File: config.mk
export PLATFORM = sky130hd
export DESIGN_NAME = spi_mode_config
export DESIGN_NICKNAME = d
export VERILOG_FILES = /design/src/hw/spi_cfg_pkg.sv /design/src/hw/spi_sync.sv /design/src/hw/spi_clock_gen.sv /design/src/hw/spi_mode_config.sv
export SDC_FILE = /design/constraint.sdc
export NUM_CORES = 1
export LEC_CHECK = 0
export BUFFER_PORTS_ARGS = -buffer_cell sky130_fd_sc_hd__buf_2
export CAP_MARGIN = 25
export CELL_PAD_IN_SITES_DETAIL_PLACEMENT = 1
export CELL_PAD_IN_SITES_GLOBAL_PLACEMENT = 1
export CORE_ASPECT_RATIO = 0.75
export CORE_UTILIZATION = 38
export DETAILED_ROUTE_END_ITERATION = 16
export PLACE_DENSITY_LB_ADDON = 0.1
export REMOVE_ABC_BUFFERS = 1
export SYNTH_ARGS = -nofsm -noshare
export SYNTH_HDL_FRONTEND = slang
export SYNTH_HIERARCHICAL = 1
export SYNTH_SLANG_ARGS = --single-unit
File: constraint.sdc
create_clock -name pclk -period 2.18 [get_ports pclk]
set_clock_uncertainty 0.15 [all_clocks]
set_input_delay 0.436 -clock pclk [delete_from_list [all_inputs] [get_ports pclk]]
set_output_delay 0.436 -clock pclk [all_outputs]
set_load 0.05 [all_outputs]
File: src/hw/spi_cfg_pkg.sv
package spi_cfg_pkg;

    // ==========================================================
    // register offsets (byte addresses, one aligned word each)
    localparam logic [11:0] CFG_OFFSET = 12'h000;
    localparam logic [11:0] TX_OFFSET = 12'h004;
    localparam logic [11:0] RX_OFFSET = 12'h008;
    localparam logic [11:0] STATUS_OFFSET = 12'h00c;
    localparam logic [11:0] MODE_OFFSET = 12'h010;

    // ==========================================================
    // configuration register fields
    localparam int EN_BIT = 6;
    localparam int ODO_BIT = 5;
    localparam int ROLE_BIT = 4;
    localparam int CPOL_BIT = 3;
    localparam int CPHA_BIT = 2;
    localparam int LSBF_BIT = 1;
    localparam int XFER_MODE_BIT = 0;
    localparam logic [7:0] CFG_RESET = 8'h01;
    localparam logic [7:0] CFG_WMASK = 8'h7f;

    // ==========================================================
    // status register fields
    localparam int BUSY_BIT = 7;
    localparam int DONE_BIT = 0;

    // ==========================================================
    // mode selection register: stands for bits 5, 4 and 1 of the interrupt status register
    localparam int MODE_WIDTH = 3;
    localparam logic [MODE_WIDTH-1:0] MODE_RESET = 3'h0;
    localparam logic [MODE_WIDTH-1:0] MODE_DEFAULT = 3'h0;

    // ==========================================================
    // timing
    localparam int CLK_PERIOD_NS = 25;
    localparam int SCLK_HALF_NS = 100;
    localparam int SCLK_HALF_CYCLES = (SCLK_HALF_NS + CLK_PERIOD_NS - 1) / CLK_PERIOD_NS;
    localparam int BITS_PER_FRAME = 8;
    localparam logic [4:0] LAST_EDGE = 5'h0f;

    typedef enum logic [1:0] {
        m_idle,
        m_lead_in,
        m_clocking,
        m_lead_out
    } master_state_type;

endpackage

File: src/hw/spi_sync.sv
`timescale 1ns/10ps
module spi_sync #(
    parameter int WIDTH = 1,
    parameter logic [WIDTH-1:0] RESET_VAL = '0
) (
    input wire logic pclk,
    input wire logic presetn,
    input wire logic ce,
    input wire logic [WIDTH-1:0] async_in,
    output logic [WIDTH-1:0] sync_out
);

    logic [WIDTH-1:0] meta_q;

    initial begin
        if (WIDTH < 1) begin
            $error("spi_sync: WIDTH must be at least 1");
        end
    end

    // first stage feeds only the second one
    always_ff @(posedge pclk or negedge presetn) begin
        if (!presetn) begin
            meta_q <= RESET_VAL;
            sync_out <= RESET_VAL;
        end else if (ce) begin
            meta_q <= async_in;
            sync_out <= meta_q;
        end
    end

endmodule // spi_sync

File: src/hw/spi_clock_gen.sv
`timescale 1ns/10ps
module spi_clock_gen #(
    parameter int HALF_CYCLES = 4
) (
    input wire logic pclk,
    input wire logic presetn,
    input wire logic ce,
    input wire logic run,
    output logic tick
);

    localparam int CW = (HALF_CYCLES > 1) ? $clog2(HALF_CYCLES) : 1;
    localparam logic [CW-1:0] LAST = CW'(HALF_CYCLES - 1);

    logic [CW-1:0] cnt_q;

    initial begin
        if (HALF_CYCLES < 1) begin
            $error("spi_clock_gen: HALF_CYCLES must be at least 1");
        end
    end

    // counter restarts whenever run drops, so every frame opens with a full half period
    always_ff @(posedge pclk or negedge presetn) begin
        if (!presetn) begin
            cnt_q <= '0;
            tick <= 1'b0;
        end else if (ce) begin
            if (!run || cnt_q == LAST) begin
                cnt_q <= '0;
            end else begin
                cnt_q <= cnt_q + CW'(1);
            end
            tick <= run && (cnt_q == LAST);
        end
    end

endmodule // spi_clock_gen

File: src/hw/spi_mode_config.sv
`timescale 1ns/10ps
module spi_mode_config
    import spi_cfg_pkg::*;
#(parameter int HALF_CYCLES = SCLK_HALF_CYCLES) (
    input wire logic pclk,
    input wire logic presetn,
    input wire logic ce,
    input wire logic psel,
    input wire logic penable,
    input wire logic pwrite,
    input wire logic [11:0] paddr,
    input wire logic [31:0] pwdata,
    output logic [31:0] prdata,
    output logic pready,
    output logic pslverr,
    input wire logic sclk_in,
    output logic sclk_out,
    output logic sclk_oe,
    input wire logic mosi_in,
    output logic mosi_out,
    output logic mosi_oe,
    input wire logic miso_in,
    output logic miso_out,
    output logic miso_oe,
    input wire logic ss_n_in,
    output logic ss_n_out,
    output logic ss_n_oe,
    output logic pullup_en,
    output logic [MODE_WIDTH-1:0] irq_mode
);

    initial begin
        if (HALF_CYCLES < 1) begin
            $error("spi_mode_config: HALF_CYCLES must be at least 1");
        end
    end

    // ==========================================================
    // register bus
    logic [7:0] cfg_q, tx_q, rx_q;
    logic [MODE_WIDTH-1:0] mode_q;
    logic [31:0] rdata_d;
    logic done_q, busy, err_d, setup, wr;
    assign setup = psel && !penable;
    assign wr = psel && penable && pready && pwrite;

    always_comb begin
        rdata_d = 32'h0000_0000;
        err_d = 1'b0;
        if (paddr == CFG_OFFSET) begin
            rdata_d[7:0] = cfg_q;
        end else if (paddr == TX_OFFSET) begin
            rdata_d[7:0] = tx_q;
        end else if (paddr == RX_OFFSET) begin
            rdata_d[7:0] = rx_q;
        end else if (paddr == STATUS_OFFSET) begin
            rdata_d[BUSY_BIT] = busy;
            rdata_d[DONE_BIT] = done_q;
        end else if (paddr == MODE_OFFSET) begin
            rdata_d[MODE_WIDTH-1:0] = mode_q;
        end else begin
            err_d = 1'b1;
        end
    end

    // zero-wait slave: the answer is prepared in the setup cycle
    always_ff @(posedge pclk or negedge presetn) begin
        if (!presetn) begin
            pready <= 1'b0;
            prdata <= 32'h0000_0000;
            pslverr <= 1'b0;
        end else if (ce) begin
            pready <= setup;
            pslverr <= setup && err_d;
            if (setup && !pwrite) begin
                prdata <= rdata_d;
            end
        end
    end

    // ==========================================================
    // configuration
    logic en, odo, role, cpol, cpha, lsb_eff;
    always_ff @(posedge pclk or negedge presetn) begin
        if (!presetn) begin
            cfg_q <= CFG_RESET;
            mode_q <= MODE_RESET;
        end else if (ce) begin
            if (wr && paddr == CFG_OFFSET) begin
                cfg_q <= pwdata[7:0] & CFG_WMASK;
            end
            if (wr && paddr == MODE_OFFSET) begin
                mode_q <= pwdata[MODE_WIDTH-1:0];
            end
        end
    end

    assign en = cfg_q[EN_BIT];
    assign odo = cfg_q[ODO_BIT];
    assign role = cfg_q[ROLE_BIT];
    assign cpol = cfg_q[CPOL_BIT];
    assign cpha = cfg_q[CPHA_BIT];
    assign lsb_eff = cfg_q[LSBF_BIT] && role;

    always_ff @(posedge pclk or negedge presetn) begin
        if (!presetn) begin
            irq_mode <= MODE_DEFAULT;
        end else if (ce) begin
            irq_mode <= cfg_q[XFER_MODE_BIT] ? mode_q : MODE_DEFAULT;
        end
    end

    // ==========================================================
    // pin input synchronisers
    logic sclk_s, mosi_s, miso_s, ss_n_s;
    spi_sync #(.WIDTH(4), .RESET_VAL(4'h9)) u_sync (
        .pclk(pclk),
        .presetn(presetn),
        .ce(ce),
        .async_in({ss_n_in, miso_in, mosi_in, sclk_in}),
        .sync_out({ss_n_s, miso_s, mosi_s, sclk_s})
    );

    // ==========================================================
    // master sequencer
    master_state_type mstate_q;
    logic [4:0] edge_cnt_q;
    logic sclk_q, ss_n_q, tick, start, m_lead, m_trail;
    assign start = wr && paddr == TX_OFFSET && en && role && mstate_q == m_idle;
    spi_clock_gen #(.HALF_CYCLES(HALF_CYCLES)) u_clock_gen (
        .pclk(pclk),
        .presetn(presetn),
        .ce(ce),
        .run(mstate_q != m_idle),
        .tick(tick)
    );
    assign m_lead = mstate_q == m_clocking && tick && !edge_cnt_q[0];
    assign m_trail = mstate_q == m_clocking && tick && edge_cnt_q[0];
    always_ff @(posedge pclk or negedge presetn) begin
        if (!presetn) begin
            mstate_q <= m_idle;
            edge_cnt_q <= 5'h00;
            sclk_q <= 1'b0;
            ss_n_q <= 1'b1;
        end else if (ce) begin
            case (mstate_q)
                m_idle: begin
                    sclk_q <= cpol;
                    ss_n_q <= 1'b1;
                    edge_cnt_q <= 5'h00;
                    if (start) begin
                        mstate_q <= m_lead_in;
                        ss_n_q <= 1'b0;
                    end
                end
                m_lead_in: begin
                    if (tick) begin
                        mstate_q <= m_clocking;
                    end
                end
                m_clocking: begin
                    if (tick) begin
                        sclk_q <= !sclk_q;
                        edge_cnt_q <= edge_cnt_q + 5'h01;
                        if (edge_cnt_q == LAST_EDGE) begin
                            mstate_q <= m_lead_out;
                        end
                    end
                end
                m_lead_out: begin
                    if (tick) begin
                        mstate_q <= m_idle;
                        ss_n_q <= 1'b1;
                    end
                end
                default: begin
                    mstate_q <= m_idle;
                end
            endcase
            if (!en || !role) begin
                mstate_q <= m_idle;
                ss_n_q <= 1'b1;
            end
        end
    end

    // ==========================================================
    // slave edge detection
    logic sclk_prev_q, ss_prev_q, s_act, s_lead, s_trail, s_start;
    always_ff @(posedge pclk or negedge presetn) begin
        if (!presetn) begin
            // matches the synchroniser's reset level, so no false edge follows reset
            sclk_prev_q <= 1'b1;
            ss_prev_q <= 1'b1;
        end else if (ce) begin
            sclk_prev_q <= sclk_s;
            ss_prev_q <= ss_n_s;
        end
    end

    assign s_act = en && !role && !ss_n_s;
    assign s_lead = s_act && sclk_s != sclk_prev_q && sclk_prev_q == cpol;
    assign s_trail = s_act && sclk_s != sclk_prev_q && sclk_prev_q != cpol;
    assign s_start = s_act && ss_prev_q;

    // ==========================================================
    // shared data engine
    logic lead, trail, frame_start, din, sample, dout_q, done_ev;
    logic [2:0] bit_q;
    logic [7:0] rx_sh_q, rx_next;
    function automatic logic [2:0] bit_pos(input logic [2:0] k, input logic lsb);
        bit_pos = lsb ? k : 3'h7 - k;
    endfunction
    assign lead = role ? m_lead : s_lead;
    assign trail = role ? m_trail : s_trail;
    assign frame_start = role ? start : s_start;
    assign din = role ? miso_s : mosi_s;
    assign sample = cpha ? trail : lead;
    assign done_ev = sample && bit_q == 3'h7;
    assign busy = mstate_q != m_idle || s_act;
    always_comb begin
        rx_next = rx_sh_q;
        rx_next[bit_pos(bit_q, lsb_eff)] = din;
    end

    always_ff @(posedge pclk or negedge presetn) begin
        if (!presetn) begin
            tx_q <= 8'h00;
            bit_q <= 3'h0;
            rx_sh_q <= 8'h00;
            rx_q <= 8'h00;
            dout_q <= 1'b0;
        end else if (ce) begin
            // tx holds while a frame runs, so the byte on the wire cannot change mid-frame
            if (wr && paddr == TX_OFFSET && !busy) begin
                tx_q <= pwdata[7:0];
            end
            if (frame_start) begin
                bit_q <= 3'h0;
                if (!cpha) begin
                    dout_q <= role ? pwdata[bit_pos(3'h0, lsb_eff)] : tx_q[bit_pos(3'h0, lsb_eff)];
                end
            end else begin
                if (lead && cpha) begin
                    dout_q <= tx_q[bit_pos(bit_q, lsb_eff)];
                end
                if (trail && !cpha) begin
                    dout_q <= tx_q[bit_pos(bit_q + 3'h1, lsb_eff)];
                end
                if (sample) begin
                    rx_sh_q <= rx_next;
                end
                if (trail) begin
                    bit_q <= bit_q + 3'h1;
                end
                if (done_ev) begin
                    rx_q <= rx_next;
                end
            end
        end
    end

    // done flag: a completion in the clearing cycle wins
    always_ff @(posedge pclk or negedge presetn) begin
        if (!presetn) begin
            done_q <= 1'b0;
        end else if (ce) begin
            if (done_ev) begin
                done_q <= 1'b1;
            end else if (wr && paddr == STATUS_OFFSET && pwdata[DONE_BIT]) begin
                done_q <= 1'b0;
            end
        end
    end

    // ==========================================================
    // pin drivers
    logic m_drive, s_drive;
    assign m_drive = en && role;
    assign s_drive = en && !role && !ss_n_s;

    always_ff @(posedge pclk or negedge presetn) begin
        if (!presetn) begin
            sclk_out <= 1'b0;
            sclk_oe <= 1'b0;
            mosi_out <= 1'b0;
            mosi_oe <= 1'b0;
            miso_out <= 1'b0;
            miso_oe <= 1'b0;
            ss_n_out <= 1'b1;
            ss_n_oe <= 1'b0;
            pullup_en <= 1'b0;
        end else if (ce) begin
            // open drain only ever pulls low; a high level is left to the external pull-up
            sclk_out <= odo ? 1'b0 : sclk_q;
            sclk_oe <= m_drive && (!odo || !sclk_q);
            mosi_out <= odo ? 1'b0 : dout_q;
            mosi_oe <= m_drive && (!odo || !dout_q);
            miso_out <= odo ? 1'b0 : dout_q;
            miso_oe <= s_drive && (!odo || !dout_q);
            ss_n_out <= odo ? 1'b0 : ss_n_q;
            ss_n_oe <= m_drive && (!odo || !ss_n_q);
            pullup_en <= en && !odo;
        end
    end

endmodule // spi_mode_config

After elaboration in Yosys (flattened, before gate mapping):

Cells that the tools add are included.

* register bits: 82
* output and inout port bits: 46
* memory bits (read-only): 0
* memory bits (writable): 0
* memories: 0
* bits in latches: 0
* logic and storage cells: 198

* $add $sub $neg: 5
* bitwise gates (word level): 1
* equality and inequality tests: 20
* shift operators: 0
* $lt $le $gt $ge: 5
* muxes and demuxes: 62
* reductions and logical operators: 75
* div/mod/pow operators: 0
* multipliers: 0

Operators with widths (number)
* $logic_and A1 B1 Y1: 36
* $mux W1: 32
* $eq A12 B4 Y1 const B: 2
* $mux W3: 8
* $mux W2: 8
* $mux W8: 2
* $reduce_and A3 Y1: 5
* $logic_not A1 Y1: 13
* $bmux W1 S3: 4
* $eq A12 B3 Y1 const B: 1
* $eq A12 B5 Y1 const B: 1
* $logic_not A12 Y1: 1
* $lt A3 B4 Y1 const B: 3
* $reduce_and A2 Y1: 6
* $pmux W5 S2: 1
* $ne A3 B2 Y1 const B: 3
* $bwmux W8: 1
* $pmux W2 S4: 1
* $reduce_bool A2 Y1: 4
* $eq A2 B2 Y1 const B: 3
* $logic_or A1 B1 Y1: 6
* $lt A3 B6 Y1 const B: 1
* $ne A3 B1 Y1 const B: 2
* $reduce_and A6 Y1: 1
* 19 further kinds: 23

Depth between registers and ports, before layout:

* depth after elaboration: 10
* depth in mapped cells: 9

Cells and area by module:

The synthesis kept the hierarchy.

By module, submodules not included
* spi_mode_config: area each 4390.5 um^2, sequential area each 1783.0 um^2, cells an instance 451, instances 1
* spi_sync: area each 336.6 um^2, sequential area each 205.2 um^2, cells an instance 17, instances 1
* spi_clock_gen: area each 138.9 um^2, sequential area each 75.1 um^2, cells an instance 13, instances 1

Worst setup path before layout:

OpenSTA, ideal clock, no wires.

* path type: in2reg
* start point: input port paddr[7]
* end point: register rx_sh_q[0]
* path slack: -0.181 ns
* library setup time: 0.125 ns
* path buffers: 0
* required time: 1.905 ns
* stages on the path: 5
* arrival time: 2.086 ns
* cells stage by stage: or4_4 > nor4_4 > a22oi_2 > nand3_2 > mux2_2

* cells in the longest elaborated chain, start to end: 8

RTL lines
* from (decl): line spi_mode_config.sv:11 `input wire logic [11:0] paddr,`
* $eq A12 B3 Y1: line spi_mode_config.sv:129 `assign start = wr && paddr == TX_OFFSET && en && role && mstate_q == m_idle;`
* $logic_and A1 B1 Y1 (4 in a row): line spi_mode_config.sv:129
* $mux W1: line spi_mode_config.sv:216 `assign frame_start = role ? start : s_start;`
* $not A1 Y1 (no source line)
* $reduce_and A3 Y1 (no source line)
* to (signal assigned): line spi_mode_config.sv:251 `rx_sh_q <= rx_next;`
* to (decl): line spi_mode_config.sv:210 `logic [7:0] rx_sh_q, rx_next;`

No other way between the ends.
A chain may end at the register's enable or synchronous reset.

Final worst setup path:

* start point: register bit_q[1]
* end point: register dout_q

* cells in the longest elaborated chain, start to end: 7
* elaborated cells between the ends (all ways): 12

RTL lines
* from (decl): line spi_mode_config.sv:209 `logic [2:0] bit_q;`
* from (signal assigned): line spi_mode_config.sv:254 `bit_q <= bit_q + 3'h1;`
* $add A3 B1 Y3 / $sub A3 B3 Y3 (equally long branches): line spi_mode_config.sv:248, spi_mode_config.sv:212
* $sub A3 B3 Y3 / $mux W3 (equally long branches): line spi_mode_config.sv:212 `bit_pos = lsb ? k : 3'h7 - k;`
* $mux W3 / $bmux W1 S3 (equally long branches): line spi_mode_config.sv:212, spi_mode_config.sv:245
* $bmux W1 S3 / $mux W1 (equally long branches): line spi_mode_config.sv:248, spi_mode_config.sv:245
* $mux W1 (on tied branches): line spi_mode_config.sv:248, spi_mode_config.sv:244
* $mux W1 *: line spi_mode_config.sv:247 `if (trail && !cpha) begin`
* $mux W1 *: line spi_mode_config.sv:238 `if (frame_start) begin`
* to (signal assigned): line spi_mode_config.sv:241 `dout_q <= role ? pwdata[bit_pos(3'h0, lsb_eff)] : tx_q[bit_pos(3'h0, lsb_eff)];`
* to (signal assigned): line spi_mode_config.sv:245 `dout_q <= tx_q[bit_pos(bit_q, lsb_eff)];`
* to (signal assigned): line spi_mode_config.sv:248 `dout_q <= tx_q[bit_pos(bit_q + 3'h1, lsb_eff)];`
* to (decl): line spi_mode_config.sv:208 `logic lead, trail, frame_start, din, sample, dout_q, done_ev;`

Mark *: on every way between the ends. The rest lies on a longest branch, timed or not. The select of a mux whose other input is x is not followed.

==> key figures <==
Route
  – 1st-iter DRT viols: 237
  – DRC viols: 0
  – Drt wl/cell: roughly 19 um
  – First-pass DRT Iterations: 4
  – Vias/cell: between 5 and 6
  – Antenna viol nets, final: 0
  – Final WL: around 14 mm
  – Detailed-route via count: 4,174

Die
  – # IOs: 100
  – Cell Rows: 35
  – Core footprint: roughly 12,000 um2
  – Die H: ~100 um
  – Initial core utilization: 0.393
  – Full die area: ~13,000 um2
  – Die Width: 133 um

Synthesis
  – Post-Synthesis Cells: roughly 480
  – Biggest area consumer among synthesized cells: dfrtp_1
  – Sequential share of the synthesized area: 0.424
  – Top cells by count, synth: 73 x dfrtp_1, 45 x o21ai_0, 36 x nand2_1, 35 x mux2_2, 32 x inv_1
  – Main area contributors after synthesis: dfrtp_1 38%, mux2_2 8.1%, dfstp_2 4.9%, mux2i_1 4.7%, o21ai_0 4.6%
  – Library cells used by synthesis: 63
  – Post-synth top area share: 0.375
  – Synthesized area per cell: around 10 um2
  – Number of synthesized register bits: 82
  – Netlist Area Pre-Place: slightly below 5000 um2
  – Async S/R FF share, synth: 1.00
  – Yosys warnings: 6
  – EDFF count, synth: 0
  – Main synth FF type: dfrtp_1
  – Most frequent cell after synthesis: dfrtp_1

Setup path
  – WS Path Type: flop to flop
  – Critical path buffer and inverter count: 0
  – CP max stage cell: mux4_2
  – Worst-path cell chain: ha_4 -> ha_4 -> mux4_2 -> nor2b_4 -> nor3_2 -> o21ai_1 -> a31oi_1 -> mux2i_1
  – Most frequent cell on the critical path: ha_4
  – Required time worst endpoint: between 2000 and 2500 ps
  – Critical path endpoint category: flop
  – Worst Path Max Fanout: 3
  – Largest stage delay, worst path: around 500 ps
  – CP startpoint kind: flop
  – CP delay by family, top: multiplexers
  – WP data arrival: about 2300 ps

Run status
  – Status: complete, but fails checks
  – Failing checks: setup timing

GRT
  – Number of global-route vias before repair: a little over 4,000
  – Total track usage: 0.221
  – First-pass GRT wire length: 22.5 mm
  – Initial antenna violation count: 0
  – Pin count of the biggest net entering global routing: between 80 and 90
  – Final global-route overflow total: 0

Finish
  – Fin util: 0.511
  – P&R area growth vs syn: 30.0%
  – Final #Nets: between 600 and 700
  – Layout cells sized above 1: 0.386
  – FILL cells: around 1,400
  – FF/Latch Area: roughly 2100 um2
  – Multi-input gate area: roughly 2600 um2
  – N_diodes: 0
  – Cell Count, Final, Fillers Out: between 700 and 800

Power and ir drop
  – PD cells: a little over 600 nW/um2
  – Leakage power: approximately 3 nW
  – Total chip power: between 3 and 4 mW
  – Max VDD drop: 0.483 mV

Hold path
  – Worst min path class: input port to flop

Placed design
  – Dpl cells: 738
  – Port bufs: 51
  – Dpl hpwl: roughly 10 mm
  – GPL Wtd Cong: about 0.79

Clock tree
  – CTS Root Cell: clkbuf_16
  – Clock net sink count: 82
  – Worst-path clk slew: roughly 60 ps
  – Worst-Skew Late Latency: roughly 350 ps
  – CTS tree: yes
  – Clock buffer count from CTS: 9
  – Max clock buf depth: 2
  – H-Tree Depth: 3

STA
  – Tcrit/Tclk final: 1.02
  – Final slew viol count: 0
  – Final hold violation count: 0
  – Minimum clock period: 2230 ps
  – RSZ-0062 raised after global routing: true
  – Slew @ Worst Pin: ~680 ps
  – Max-slew headroom at the worst pin: 0.539
  – Worst Hold Slack: 169 ps
  – Endpoints failing setup: 1
  – Setup Total Neg Slack: -53.6 ps
  – Final Worst Setup Slack: -53.6 ps
  – Fmax achieved: approximately 450 MHz

Run
  – Max Cap Violations: 0
[state kept, by name, summed over array words and instances (netlist names), 2 cells and up]
name,cells
tx_q,8
u_clock_gen/cnt_q,2
u_sync/meta_q,4
rx_sh_q,8
rx_q,8
mode_q,3
mstate_q,2
u_sync/sync_out,4
cfg_q,7
irq_mode,3
bit_q,3
prdata,8
edge_cnt_q,5
[power by group]
| group | internal, mW | total (mW) | switching, mW |
|---|---|---|---|
| registers | 1.57 | 1.61 | 0.0388 |
| logic | 0.150 | 0.438 | 0.288 |
| clock network | 1.12 | 1.79 | 0.663 |
[cell usage in the layout (no fill, tap or decap), drive strengths merged, types with 4 or more instances in the layout]
| cell | count |
|---|---|
| nand4 | 9 |
| a31oi | 7 |
| o22ai | 4 |
| nor2b | 4 |
| dfstp | 9 |
| mux4 | 4 |
| dfrtp | 73 |
| mux2i | 24 |
| buf | 128 |
| clkbuf | 11 |
| nor2 | 24 |
| a22oi | 10 |
| nor3b | 6 |
| nand2b | 4 |
| nand3b | 7 |
| a22o | 8 |
| a21oi | 14 |
| or3 | 4 |
| nor3 | 5 |
| nand2 | 36 |
| o21ai | 46 |
| inv | 33 |
| mux2 | 43 |
| ha | 9 |
| nand3 | 12 |
| conb | 24 |
[logic make-up (layout without fill, tap and decap cells)]
kind of cell    Yosys count  in the layout  synth area share
compound gates          111            111             0.144
xor+xnor                  2              2           0.00360
fa+ha+maj                 9              9            0.0231
buf+inv                  79            178            0.0823
flops                    82             82             0.424
mux                      71             71             0.176
other cells               1             24          0.000771
simple gates            126            126             0.146
[final timing paths]
path | slack [ps] | cells after the start | startpoint | endpoint
min in group asynchronous | 500 | 3 | presetn | sclk_q
max in group asynchronous | 980 | 3 | presetn | bit_q[1]
hold / removal | 170 | 2 | miso_in | u_sync/meta_q[2]
hold reg to reg | 330 | 2 | prdata[0] | prdata[0]
setup reg to reg | -50 | 8 | bit_q[1] | dout_q
setup / recovery | -50 | 8 | bit_q[1] | dout_q
[routing by layer]
metal	routed length, um	GRT usage	up-vias
li1	-	-	1923
met1	6970	0.315	2130
met2	6560	0.346	110
met3	638	0.0439	11
met4	132	0.0486	0
met5	0	0	-
[worst register-to-register path: stages, from the launching register on]
cell and delay, ps:
dfrtp_2 450, ha_4 190, ha_4 270, mux4_2 500
nor2b_4 140, nor3_2 90, o21ai_1 80, a31oi_1 150
mux2i_1 100
[final cells by class]
type	instances	area share
multi-input cells	343	0.418
flip-flops and latches	82	0.326
repair buffers	130	0.150
clock buffers	10	0.0362
well taps	166	0.0328
inverters	32	0.0190
clock inverters	6	0.0178
[through the flow]
step	cell area (um2)	setup slack, ps
after floorplan	4670	-456
after global placement	5660	-347
after detailed placement	5660	-408
after CTS	6140	-149
after global routing	6330	-136
final	6330	-53.6
[timing repair]
item	CTS	global route
endpoints found under the hold margin	20	0
cloned	0	1
hold buffers	1	0
setup buffers	4	9
pin swaps	9	9
gates resized for setup	19	23
endpoints found under the setup margin	22	33
Power figures use the tool's default switching activity.
